File: src/logic/ddrqr_pkg.sv
// shared constants and types for the double-rate quad read path
package ddrqr_pkg;
   // opcodes of the double-rate quad read and the mode reset
   localparam logic [7:0] OPC_READ_SEL = 8'hED;
   localparam logic [7:0] OPC_READ_4B = 8'hEE;
   localparam logic [7:0] OPC_MODE_RESET = 8'hFF;
   // serial clock edges per phase
   localparam logic [4:0] SDR_OPC_EDGES = 5'h08;
   localparam logic [4:0] QUAD_OPC_EDGES = 5'h02;
   localparam logic [4:0] ADDR3_EDGES = 5'h06;
   localparam logic [4:0] ADDR4_EDGES = 5'h08;
   localparam logic [4:0] MODE_EDGES = 5'h02;
   localparam logic [4:0] PREAMBLE_EDGES = 5'h08;
   // synchroniser depth for pin inputs
   localparam int SYNC_STAGES = 2;
   // reset values
   localparam logic [3:0] IO_OUT_RST = 4'h0;
   localparam logic [31:0] ADDR_RST = 32'h0000_0000;

   typedef struct packed {
      logic quad_enable;                 // volatile_config_one quad enable bit
      logic address_length_select;       // 4-byte address for the select opcode
      logic four_wire_command_select;    // four_wire_command_mode opcode transfer
      logic capture_training_pattern;    // preamble enable
      logic [3:0] latency_code;          // dummy clock cycles
      logic [7:0] training_pattern;      // preamble byte
   } ddrqr_cfg_s;

   typedef enum logic [2:0] {
      ST_IDLE, ST_OPCODE, ST_ADDR, ST_MODE, ST_DUMMY, ST_DATA, ST_IGNORE
   } ddrqr_state_e;
endpackage

File: src/logic/ddrqr_read.sv
// device-side double-rate quad I/O read command path, serial link oversampled
`timescale 1ns/1ns
module ddrqr_read #(
   parameter int MEM_ADDR_W = 23
) (
   input wire logic clock,                            // system clock, 20 MHz
   input wire logic arst_n,                           // async reset, active low
   input wire logic cs_n,                             // chip select pin, active low
   input wire logic sck,                              // serial clock pin
   input wire logic [3:0] io_in,                      // I/O pin levels
   output logic [3:0] io_out,                         // I/O drive values
   output logic io_oe,                                // I/O drive enable, high drives
   input wire ddrqr_pkg::ddrqr_cfg_s cfg,             // configuration bits
   output logic [MEM_ADDR_W-1:0] mem_addr,            // array read address
   input wire logic [7:0] mem_rdata,                  // array byte at mem_addr
   output logic execute_in_place                      // continuous read active
);
   import ddrqr_pkg::*;

   logic [5:0] sync1_ff;
   logic [5:0] sync2_ff;
   logic sck_d_ff;
   logic cs_s;
   logic sck_s;
   logic [3:0] io_s;
   logic rise;
   logic fall;
   logic sck_edge;
   logic [4:0] dum_edges;

   ddrqr_state_e state_ff, nxt_state;
   logic [4:0] cnt_ff, nxt_cnt;
   logic [7:0] opc_ff, nxt_opc;
   logic [31:0] addr_ff, nxt_addr;
   logic [7:0] mode_ff, nxt_mode;
   logic addr4_ff, nxt_addr4;
   logic half_ff, nxt_half;
   logic cont_ff, nxt_cont;
   logic cont_pend_ff, nxt_cont_pend;
   logic [3:0] io_out_ff, nxt_io_out;
   logic io_oe_ff, nxt_io_oe;
   logic [MEM_ADDR_W-1:0] mem_addr_ff, nxt_mem_addr;

   // pins pass two stages; sck and io share stages so edges and data stay aligned
   always_ff @(posedge clock or negedge arst_n) begin
      if (!arst_n) begin
         sync1_ff <= 6'h3D;
         sync2_ff <= 6'h3D;
         sck_d_ff <= 1'b0;
      end else begin
         sync1_ff <= {cs_n, sck, io_in};
         sync2_ff <= sync1_ff;
         sck_d_ff <= sync2_ff[4];
      end
   end

   assign cs_s = sync2_ff[5];
   assign sck_s = sync2_ff[4];
   assign io_s = sync2_ff[3:0];
   assign rise = sck_s & ~sck_d_ff;
   assign fall = ~sck_s & sck_d_ff;
   assign sck_edge = rise | fall;
   assign dum_edges = {cfg.latency_code, 1'b0};

   // drive for the half cycle that precedes data by 'left' edges
   function automatic logic [5:0] launch(input logic [4:0] left, input ddrqr_cfg_s c,
                                         input logic [7:0] rd);
      logic [2:0] bit_idx;
      bit_idx = 3'(left - 5'h01);
      if (left == 5'h00)
         launch = {1'b1, 1'b1, rd[7:4]};
      else if (c.capture_training_pattern && left <= PREAMBLE_EDGES)
         launch = {1'b0, 1'b1, {4{c.training_pattern[bit_idx]}}};
      else
         launch = {1'b0, 1'b0, IO_OUT_RST};
   endfunction

   function automatic logic complementary(input logic [7:0] m);
      complementary = (m[7:4] == ~m[3:0]);
   endfunction

   always_comb begin
      logic [7:0] opc_new;
      logic [31:0] addr_new;
      logic [7:0] mode_new;
      logic [4:0] cnt_inc;
      logic [5:0] drv;
      opc_new = cfg.four_wire_command_select ? {opc_ff[3:0], io_s} : {opc_ff[6:0], io_s[0]};
      addr_new = {addr_ff[27:0], io_s};
      mode_new = {mode_ff[3:0], io_s};
      cnt_inc = cnt_ff + 5'h01;
      drv = 6'h00;
      nxt_state = state_ff;
      nxt_cnt = cnt_ff;
      nxt_opc = opc_ff;
      nxt_addr = addr_ff;
      nxt_mode = mode_ff;
      nxt_addr4 = addr4_ff;
      nxt_half = half_ff;
      nxt_cont = cont_ff;
      nxt_cont_pend = cont_pend_ff;
      nxt_io_out = io_out_ff;
      nxt_io_oe = io_oe_ff;
      nxt_mem_addr = mem_addr_ff;
      if (cs_s) begin
         nxt_state = ST_IDLE;
         nxt_io_oe = 1'b0;
         if (state_ff != ST_IDLE) begin
            nxt_cont = cont_pend_ff;
            // opcode-less frame that carried only the mode reset byte
            if (state_ff == ST_ADDR && cont_ff && cnt_ff == 5'h02
                && addr_ff[7:0] == OPC_MODE_RESET) begin
               nxt_cont = 1'b0;
               nxt_cont_pend = 1'b0;
            end
         end
      end else begin
         unique case (state_ff)
            ST_IDLE: begin
               nxt_cnt = 5'h00;
               nxt_opc = 8'h00;
               nxt_addr = ADDR_RST;
               nxt_cont_pend = cont_ff;
               nxt_state = cont_ff ? ST_ADDR : ST_OPCODE;
            end
            ST_OPCODE: begin
               if (rise) begin
                  nxt_opc = opc_new;
                  nxt_cnt = cnt_inc;
                  if (cnt_inc == (cfg.four_wire_command_select ? QUAD_OPC_EDGES
                                                               : SDR_OPC_EDGES)) begin
                     nxt_cnt = 5'h00;
                     nxt_state = ST_IGNORE;
                     if ((opc_new == OPC_READ_SEL || opc_new == OPC_READ_4B)
                         && cfg.quad_enable) begin
                        nxt_state = ST_ADDR;
                        nxt_addr4 = (opc_new == OPC_READ_4B) | cfg.address_length_select;
                     end else if (opc_new == OPC_MODE_RESET) begin
                        nxt_cont = 1'b0;
                        nxt_cont_pend = 1'b0;
                     end
                  end
               end
            end
            ST_ADDR: begin
               // the address opens on a rising edge
               if (sck_edge && !(fall && cnt_ff == 5'h00)) begin
                  nxt_addr = addr_new;
                  nxt_cnt = cnt_inc;
                  if (cnt_inc == (addr4_ff ? ADDR4_EDGES : ADDR3_EDGES)) begin
                     nxt_cnt = 5'h00;
                     nxt_mem_addr = addr_new[MEM_ADDR_W-1:0];
                     nxt_state = ST_MODE;
                  end
               end
            end
            ST_MODE: begin
               if (sck_edge) begin
                  nxt_mode = mode_new;
                  nxt_cnt = cnt_inc;
                  if (cnt_inc == MODE_EDGES) begin
                     nxt_cnt = 5'h00;
                     nxt_cont_pend = complementary(mode_new);
                     drv = launch(dum_edges, cfg, mem_rdata);
                     nxt_half = drv[5];
                     nxt_io_oe = drv[4];
                     nxt_io_out = drv[3:0];
                     nxt_state = (dum_edges == 5'h00) ? ST_DATA : ST_DUMMY;
                  end
               end
            end
            ST_DUMMY: begin
               if (sck_edge) begin
                  nxt_cnt = cnt_inc;
                  drv = launch(5'(dum_edges - cnt_inc), cfg, mem_rdata);
                  nxt_half = drv[5];
                  nxt_io_oe = drv[4];
                  nxt_io_out = drv[3:0];
                  if (cnt_inc == dum_edges)
                     nxt_state = ST_DATA;
               end
            end
            ST_DATA: begin
               if (sck_edge) begin
                  nxt_io_oe = 1'b1;
                  if (half_ff) begin
                     nxt_io_out = mem_rdata[3:0];
                     nxt_half = 1'b0;
                     // natural roll-over of the counter gives the wrap to zero
                     nxt_mem_addr = mem_addr_ff + 1'b1;
                  end else begin
                     nxt_io_out = mem_rdata[7:4];
                     nxt_half = 1'b1;
                  end
               end
            end
            ST_IGNORE: begin
               nxt_io_oe = 1'b0;
            end
         endcase
      end
   end

   always_ff @(posedge clock or negedge arst_n) begin
      if (!arst_n) begin
         state_ff <= ST_IDLE;
         cnt_ff <= 5'h00;
         opc_ff <= 8'h00;
         addr_ff <= ADDR_RST;
         mode_ff <= 8'h00;
         addr4_ff <= 1'b0;
         half_ff <= 1'b0;
         cont_ff <= 1'b0;
         cont_pend_ff <= 1'b0;
         io_out_ff <= IO_OUT_RST;
         io_oe_ff <= 1'b0;
         mem_addr_ff <= '0;
      end else begin
         state_ff <= nxt_state;
         cnt_ff <= nxt_cnt;
         opc_ff <= nxt_opc;
         addr_ff <= nxt_addr;
         mode_ff <= nxt_mode;
         addr4_ff <= nxt_addr4;
         half_ff <= nxt_half;
         cont_ff <= nxt_cont;
         cont_pend_ff <= nxt_cont_pend;
         io_out_ff <= nxt_io_out;
         io_oe_ff <= nxt_io_oe;
         mem_addr_ff <= nxt_mem_addr;
      end
   end

   assign io_out = io_out_ff;
   assign io_oe = io_oe_ff;
   assign mem_addr = mem_addr_ff;
   assign execute_in_place = cont_ff;

   // helper: edges seen in the dummy phase
   logic [4:0] dmy_h_ff;
   always_ff @(posedge clock or negedge arst_n) begin
      if (!arst_n)
         dmy_h_ff <= 5'h00;
      else if (state_ff == ST_MODE)
         dmy_h_ff <= 5'h00;
      else if (state_ff == ST_DUMMY && sck_edge && !cs_s)
         dmy_h_ff <= dmy_h_ff + 5'h01;
   end
endmodule

File: config.mk
export PLATFORM = sky130hd
export DESIGN_NAME = ddrqr_read
export DESIGN_NICKNAME = d
export VERILOG_FILES = /design/src/logic/ddrqr_pkg.sv /design/src/logic/ddrqr_read.sv
export SDC_FILE = /design/constraint.sdc
export NUM_CORES = 1
export LEC_CHECK = 0
export BUFFER_PORTS_ARGS = -buffer_cell sky130_fd_sc_hd__buf_2
export CAP_MARGIN = 10
export CELL_PAD_IN_SITES_DETAIL_PLACEMENT = 1
export CELL_PAD_IN_SITES_GLOBAL_PLACEMENT = 1
export CORE_ASPECT_RATIO = 1.4
export CORE_MARGIN = 5
export CORE_UTILIZATION = 35
export DETAILED_ROUTE_END_ITERATION = 8
export HOLD_SLACK_MARGIN = 0.02
export PLACE_DENSITY = 0.74
export SLEW_MARGIN = 5
export SYNTH_ARGS = -nofsm -noshare
export SYNTH_HDL_FRONTEND = slang
export SYNTH_SLANG_ARGS = --single-unit
File: constraint.sdc
create_clock -name clock -period 2.91 [get_ports clock]
set_input_delay 0.1455 -clock clock [delete_from_list [all_inputs] [get_ports clock]]
set_output_delay 0.1455 -clock clock [all_outputs]
set_load 0.02 [all_outputs]
**Yosys cells after proc, flatten, opt, wreduce, memory -nomap -nowiden**

Index checks and enable logic that the tools add are counted.

- Logic and storage cells: 178
- Bits in registers: 83
- Input bits: 32

- Order comparisons: 4
- Reductions and logical operators: 38
- $add $sub $neg: 5
- Muxes and demuxes: 71
- Bitwise operators: 8
- Equal/unequal tests: 37

Operators with widths:

| kind | count |
|---|---|
| $mux 23 | 4 |
| $pmux 23 s2 | 1 |
| $mux 5 | 9 |
| $pmux 19 s2 | 1 |
| $eq 8x8->1 const B | 4 |
| $mux 3 | 10 |
| $mux 4 | 7 |
| $ne 3x3->1 const B | 9 |
| $pmux 5 s5 | 1 |
| $mux 1 | 24 |
| $reduce_and 6->1 | 4 |
| $add 23x1->23 const B | 1 |
| $mux 19 | 1 |
| $logic_not 5->1 | 3 |
| $pmux 3 s5 | 1 |
| $ne 2x2->1 const B | 7 |
| $pmux 7 s2 | 1 |
| $reduce_bool 2->1 | 7 |
| $mux 6 | 2 |
| $pmux 4 s3 | 1 |
| $eq 5x2->1 const B | 2 |
| $eq 5x4->1 | 2 |
| $le 5x4->1 const B | 2 |
| $reduce_and 5->1 | 2 |
| 32 further kinds | 57 |

**Longest topological paths before layout**

- Depth in word-level cells: 10
- Gate-level depth with buffers: 12

**Worst setup path after synthesis**

No wires, ideal clock.

- Kind: reg-to-reg
- From: register cnt_ff[0]
- To: register io_oe_ff, in the netlist io_oe
- Period minus slack after synthesis: 2.715 ns
- Arrival time: 2.584 ns
- Path slack: 0.195 ns
- Buffers on the path: 2
- Library setup time: 0.131 ns
- Cell stages (with the launch flop): 13
- Data required time: 2.779 ns
- Path through: dfrtp_1 buf_2 inv_1 ha_1 inv_1 ha_1 and2_1 clkbuf_1 and4_1 o311ai_0 o211ai_1 a31oi_1 mux2i_1

- Longest elaborated chain between the ends: 9

RTL lines:

| what | RTL line | source |
|---|---|---|
| start: declaration | ddrqr_read.sv:32 | `logic [4:0] cnt_ff, nxt_cnt;` |
| start signal: assignment | ddrqr_read.sv:220 | `cnt_ff <= nxt_cnt;` |
| $add 5x1->5 * | ddrqr_read.sv:91 | `cnt_inc = cnt_ff + 5'h01;` |
| $sub 5x5->5 | ddrqr_read.sv:175 | `drv = launch(5'(dum_edges - cnt_inc), cfg, mem_rdata);` |
| $le 5x4->1 | ddrqr_read.sv:72 | `else if (c.capture_training_pattern && left <= PREAMBLE_EDGES)` |
| $logic_and 1x1->1 | ddrqr_read.sv:72 |  |
| $mux 5 | ddrqr_read.sv:72 |  |
| $mux 6 | ddrqr_read.sv:70 | `if (left == 5'h00)` |
| $mux 1 | ddrqr_read.sv:173 | `if (sck_edge) begin` |
| $pmux 1 s4 | ddrqr_read.sv:118 | `unique case (state_ff)` |
| $mux 1 | ddrqr_read.sv:105 | `if (cs_s) begin` |
| end signal: assignment | ddrqr_read.sv:229 | `io_oe_ff <= nxt_io_oe;` |
| end: declaration | ddrqr_read.sv:41 | `logic io_oe_ff, nxt_io_oe;` |

Mark *: on every way between the ends. The rest lies on a longest branch, timed or not. The select of a mux whose other input is x is not followed.
A chain may end at the register's enable or synchronous reset.

**Worst setup path after layout**

- From: register cnt_ff[0]
- To: register io_out_ff[3], in the netlist io_out[3]

- Longest elaborated chain between the ends: 9

RTL lines:

| what | RTL line | source |
|---|---|---|
| $add 5x1->5 * | ddrqr_read.sv:91 |  |
| $sub 5x5->5 | ddrqr_read.sv:175 |  |
| $sub 3x1->3 | ddrqr_read.sv:69 | `bit_idx = 3'(left - 5'h01);` |
| $bmux 1 s3 | ddrqr_read.sv:73 | `launch = {1'b0, 1'b1, {4{c.training_pattern[bit_idx]}}};` |
| $mux 1 (implied by the code) | ddrqr_read.sv:73 |  |
| $mux 5 | ddrqr_read.sv:72 |  |
| $mux 6 | ddrqr_read.sv:70 |  |
| $mux 4 | ddrqr_read.sv:173 |  |
| $pmux 4 s3 | ddrqr_read.sv:118 |  |
| end signal: assignment | ddrqr_read.sv:228 | `io_out_ff <= nxt_io_out;` |
| end: declaration | ddrqr_read.sv:40 | `logic [3:0] io_out_ff, nxt_io_out;` |

Marks and branches as above.

==> results.py <==
metrics = {
    "run": {
        "maxCapViolCount": 0,
    },
    "global_routing": {
        "grt-ovfl-total": 0,
        "grt_usage_pct": 18.3,
        "grt_max_degree": 61,
        "grt_pass1_vias": 5313,
        "antenna_found_initial": 0,
        "grt_pass1_wl_mm": 26.4,
    },
    "setup_path": {
        "crit_chain": "buf_4 -> ha_1 -> buf_4 -> xnor2_4 -> nor4_1 -> o21ai_0 -> o211ai_1 -> nand4_2 -> o22ai_1",
        "critPathCaptureType": "flop",
        "start_kind": "flop",
        "cp_num_buf_inv": 2,
        "critPathMostFrequentCell": "buf_4",
        "path_class": "reg -> reg",
        "crit_path_top_delay_cell": "dfrtp_2",
        "cp.required_ns": 3.16,
        "worstPathArrival_ns": 2.91,
        "crit_path_max_incr_delay_ns": 0.44,
        "worstPathMaxFanout": 9,
        "crit_family": "compound AO/OA/AOI/OAI gates",
    },
    "synthesis": {
        "yosys.area.top_type": "dfrtp_1",
        "synth.distinct_cells": 79,
        "syn_area_mm2": 0.00530,
        "synthArstFlopShare_pct": 100,
        "synth_edf_count": 0,
        "syn_area_per_cell_um2": 8.68,
        "synth_seq_cells": 83,
        "synth_area_leaders": "dfrtp_1 (34%), nand2_1 (6.5%), a21oi_1 (5.2%)",
        "seq_area_frac_synth_pct": 39.5,
        "synth_nets": 652,
        "synth_ff_type": "dfrtp_1",
        "postSynthCellCount": 610,
        "synth_top_cell_area_share_pct": 34.5,
        "ys_warn_count": 0,
    },
    "drt": {
        "wl_met1_mm": 6.42,
        "via_per_inst": 5.66,
        "routed_wl_mm": 15.7,
        "drtIter0Drc": 298,
        "drc_errors": 0,
        "route.detailed.wl_per_inst_um": 18.1,
        "wl_met2_mm": 8.46,
        "ant_nets": 0,
        "vias": 4911,
        "wl_met3_um": 521,
        "first_pass_iters": 4,
        "highest_layer": "met4",
    },
    "finish": {
        "n_antenna_cell": 0,
        "final_cell_mix": "nand2_1 (92), dfrtp_1 (72), buf_2 (59)",
        "nNetsFinal": 713,
        "drive_gt1_share_pct": 21.0,
        "area_growth_pct": 15.8,
        "fin_area_mm2": 0.00613,
        "layout_commonest_cell": "nand2_1",
    },
    "worst_hold_path": {
        "hp-class": "in -> reg",
    },
    "cts": {
        "insertion_delay_ns": 0.34,
        "path_clk_slew_ns": 0.06,
        "cts_tree": "yes",
        "clockBufferDepth": 2,
        "cts_made_buffers": 9,
        "cts.sinks": 83,
        "clockRootBuffer": "clkbuf_16",
        "htree_levels": 3,
    },
    "die": {
        "start_util_pct": 35.5,
        "fp.dieW_um": 114,
        "die_area_mm2": 0.0177,
        "rows": 53,
        "io_pins": 61,
        "die_h_um": 156,
        "core_area_mm2": 0.0149,
    },
    "placement": {
        "place.gp.congestion": 0.843,
        "post_dp_cell_area_mm2": 0.00580,
        "io_buffer_count": 60,
        "dp_hpwl_mm": 11.7,
    },
    "sta": {
        "fin_crit_ns": 2.66,
        "skew_ns": 0.00417,
        "hold_violations": 0,
        "max_freq_mhz": 376,
        "layout_worst_path_cycle_share_pct": 91.4,
        "slew_headroom_pct": 47.7,
        "rsz0062_at_grt": "no",
        "finalSetupTns_ns": 0,
        "setup_viol": 0,
        "final_max_slew_viol_count": 0,
        "worstMarginPinSlew_ns": 0.784,
    },
    "power": {
        "peakVddDrop_uv": 274,
        "leakage_nw": 2.54,
        "power_density_mw_per_mm2": 750,
    },
    "outcome": {
        "status": "complete, no violations",
    },
}
[repair_timing]
action	4_1_cts	5_1_grt
setup buffers	0	0
resized for setup	0	2
setup endpoints to repair	0	5
hold buffers	7	0
hold endpoints to repair	54	0
[cell usage after synthesis, drive strengths merged, types with 9 or more instances]
master,count
nand2,92
dfrtp,73
a21oi,56
o21ai,53
nor2,36
inv,27
buf,23
nand3,21
nor3,17
clkbuf,16
o22ai,14
xnor2,12
and3,11
mux2,11
nand4,11
dfstp,10
ha,10
a31oi,9
[kinds of logic (layout without fill, tap and decap cells)]
group | after synthesis | count (layout) | synth area share, %
buffers and inverters | 66 | 132 | 5.79
XOR/XNOR | 18 | 18 | 4.16
flip-flops | 83 | 83 | 39.5
adder cells (fa/ha/maj) | 13 | 13 | 2.95
AO/OA/AOI/OAI | 193 | 193 | 23.6
multiplexers | 17 | 17 | 4.25
AND/OR/NAND/NOR | 220 | 220 | 19.8
[layout make-up]
| cell class | instances | area (um2) |
|---|---|---|
| repair buffers | 89 | 538 |
| inverters | 27 | 101 |
| multi-input cells | 461 | 2900 |
| well taps | 192 | 240 |
| clock inverters | 3 | 17.5 |
| flip-flops and latches | 83 | 2090 |
| fillers | 1790 | 8790 |
| clock buffers | 13 | 240 |
[registers in the layout, indices dropped and copies added, names as in the netlist, 3 cells and up]
register	flops
mode_ff	4
opc_ff	7
sync1_ff	6
state_ff	3
addr_ff	19
io_out	4
mem_addr	23
cnt_ff	5
sync2_ff	6
[per-layer routing]
metal  global-route usage (%)  vias to the layer above
li1                         -                     2334
met1                     21.2                     2459
met2                     33.4                       88
met3                     3.14                       30
met4                     6.51                        0
met5                        0                        -
[power by group]
| group | total [mW] | leakage (nW) | internal [mW] | switching (mW) |
|---|---|---|---|---|
| sequential | 1.67 | 1.08 | 1.37 | 0.302 |
| clock | 1.04 | 0.124 | 0.577 | 0.465 |
| combinational | 1.88 | 1.34 | 0.776 | 1.11 |
| total | 4.60 | 2.54 | 2.72 | 1.87 |
[final timing paths]
check	from	slack, ns	endpoint	depth (start not counted)
min in group asynchronous	arst_n	0.42	mem_addr[9]$_DFFE_PN0P_	2
max in group asynchronous	arst_n	1.77	state_ff[0]$_DFFE_PN0P_	3
worst min-delay path	mem_rdata[6]	0.15	io_out[2]$_DFFE_PN0P_	3
worst max-delay path	cnt_ff[0]$_DFFE_PN0P_	0.25	io_out[3]$_DFFE_PN0P_	9
worst min register to register	sync1_ff[1]$_DFF_PN0_	0.35	sync2_ff[1]$_DFF_PN0_	0
worst max register to register	cnt_ff[0]$_DFFE_PN0P_	0.25	io_out[3]$_DFFE_PN0P_	9
[worst reg2reg max path, cell delays in order (launching register included)]
cell and delay (ns):
dfrtp_2 0.44, buf_4 0.19, ha_1 0.31, buf_4 0.19
xnor2_4 0.18, nor4_1 0.34, o21ai_0 0.22, o211ai_1 0.30
nand4_2 0.19, o22ai_1 0.23
[metrics by stage]
stage	total power [mW]	util (%)	instances	setup WS (ns)	hold slack (ns)
after floorplan	2.98	-	610	0.195	-0.150
after global placement	3.47	38.9	845	0.245	0.252
after detailed placement	3.57	38.9	845	0.169	0.252
after CTS	4.63	41.1	868	0.162	0.140
after global routing	4.92	41.1	868	0.0203	0.152
final	4.60	41.1	868	0.251	0.147
Power figures use the tool's default switching activity.
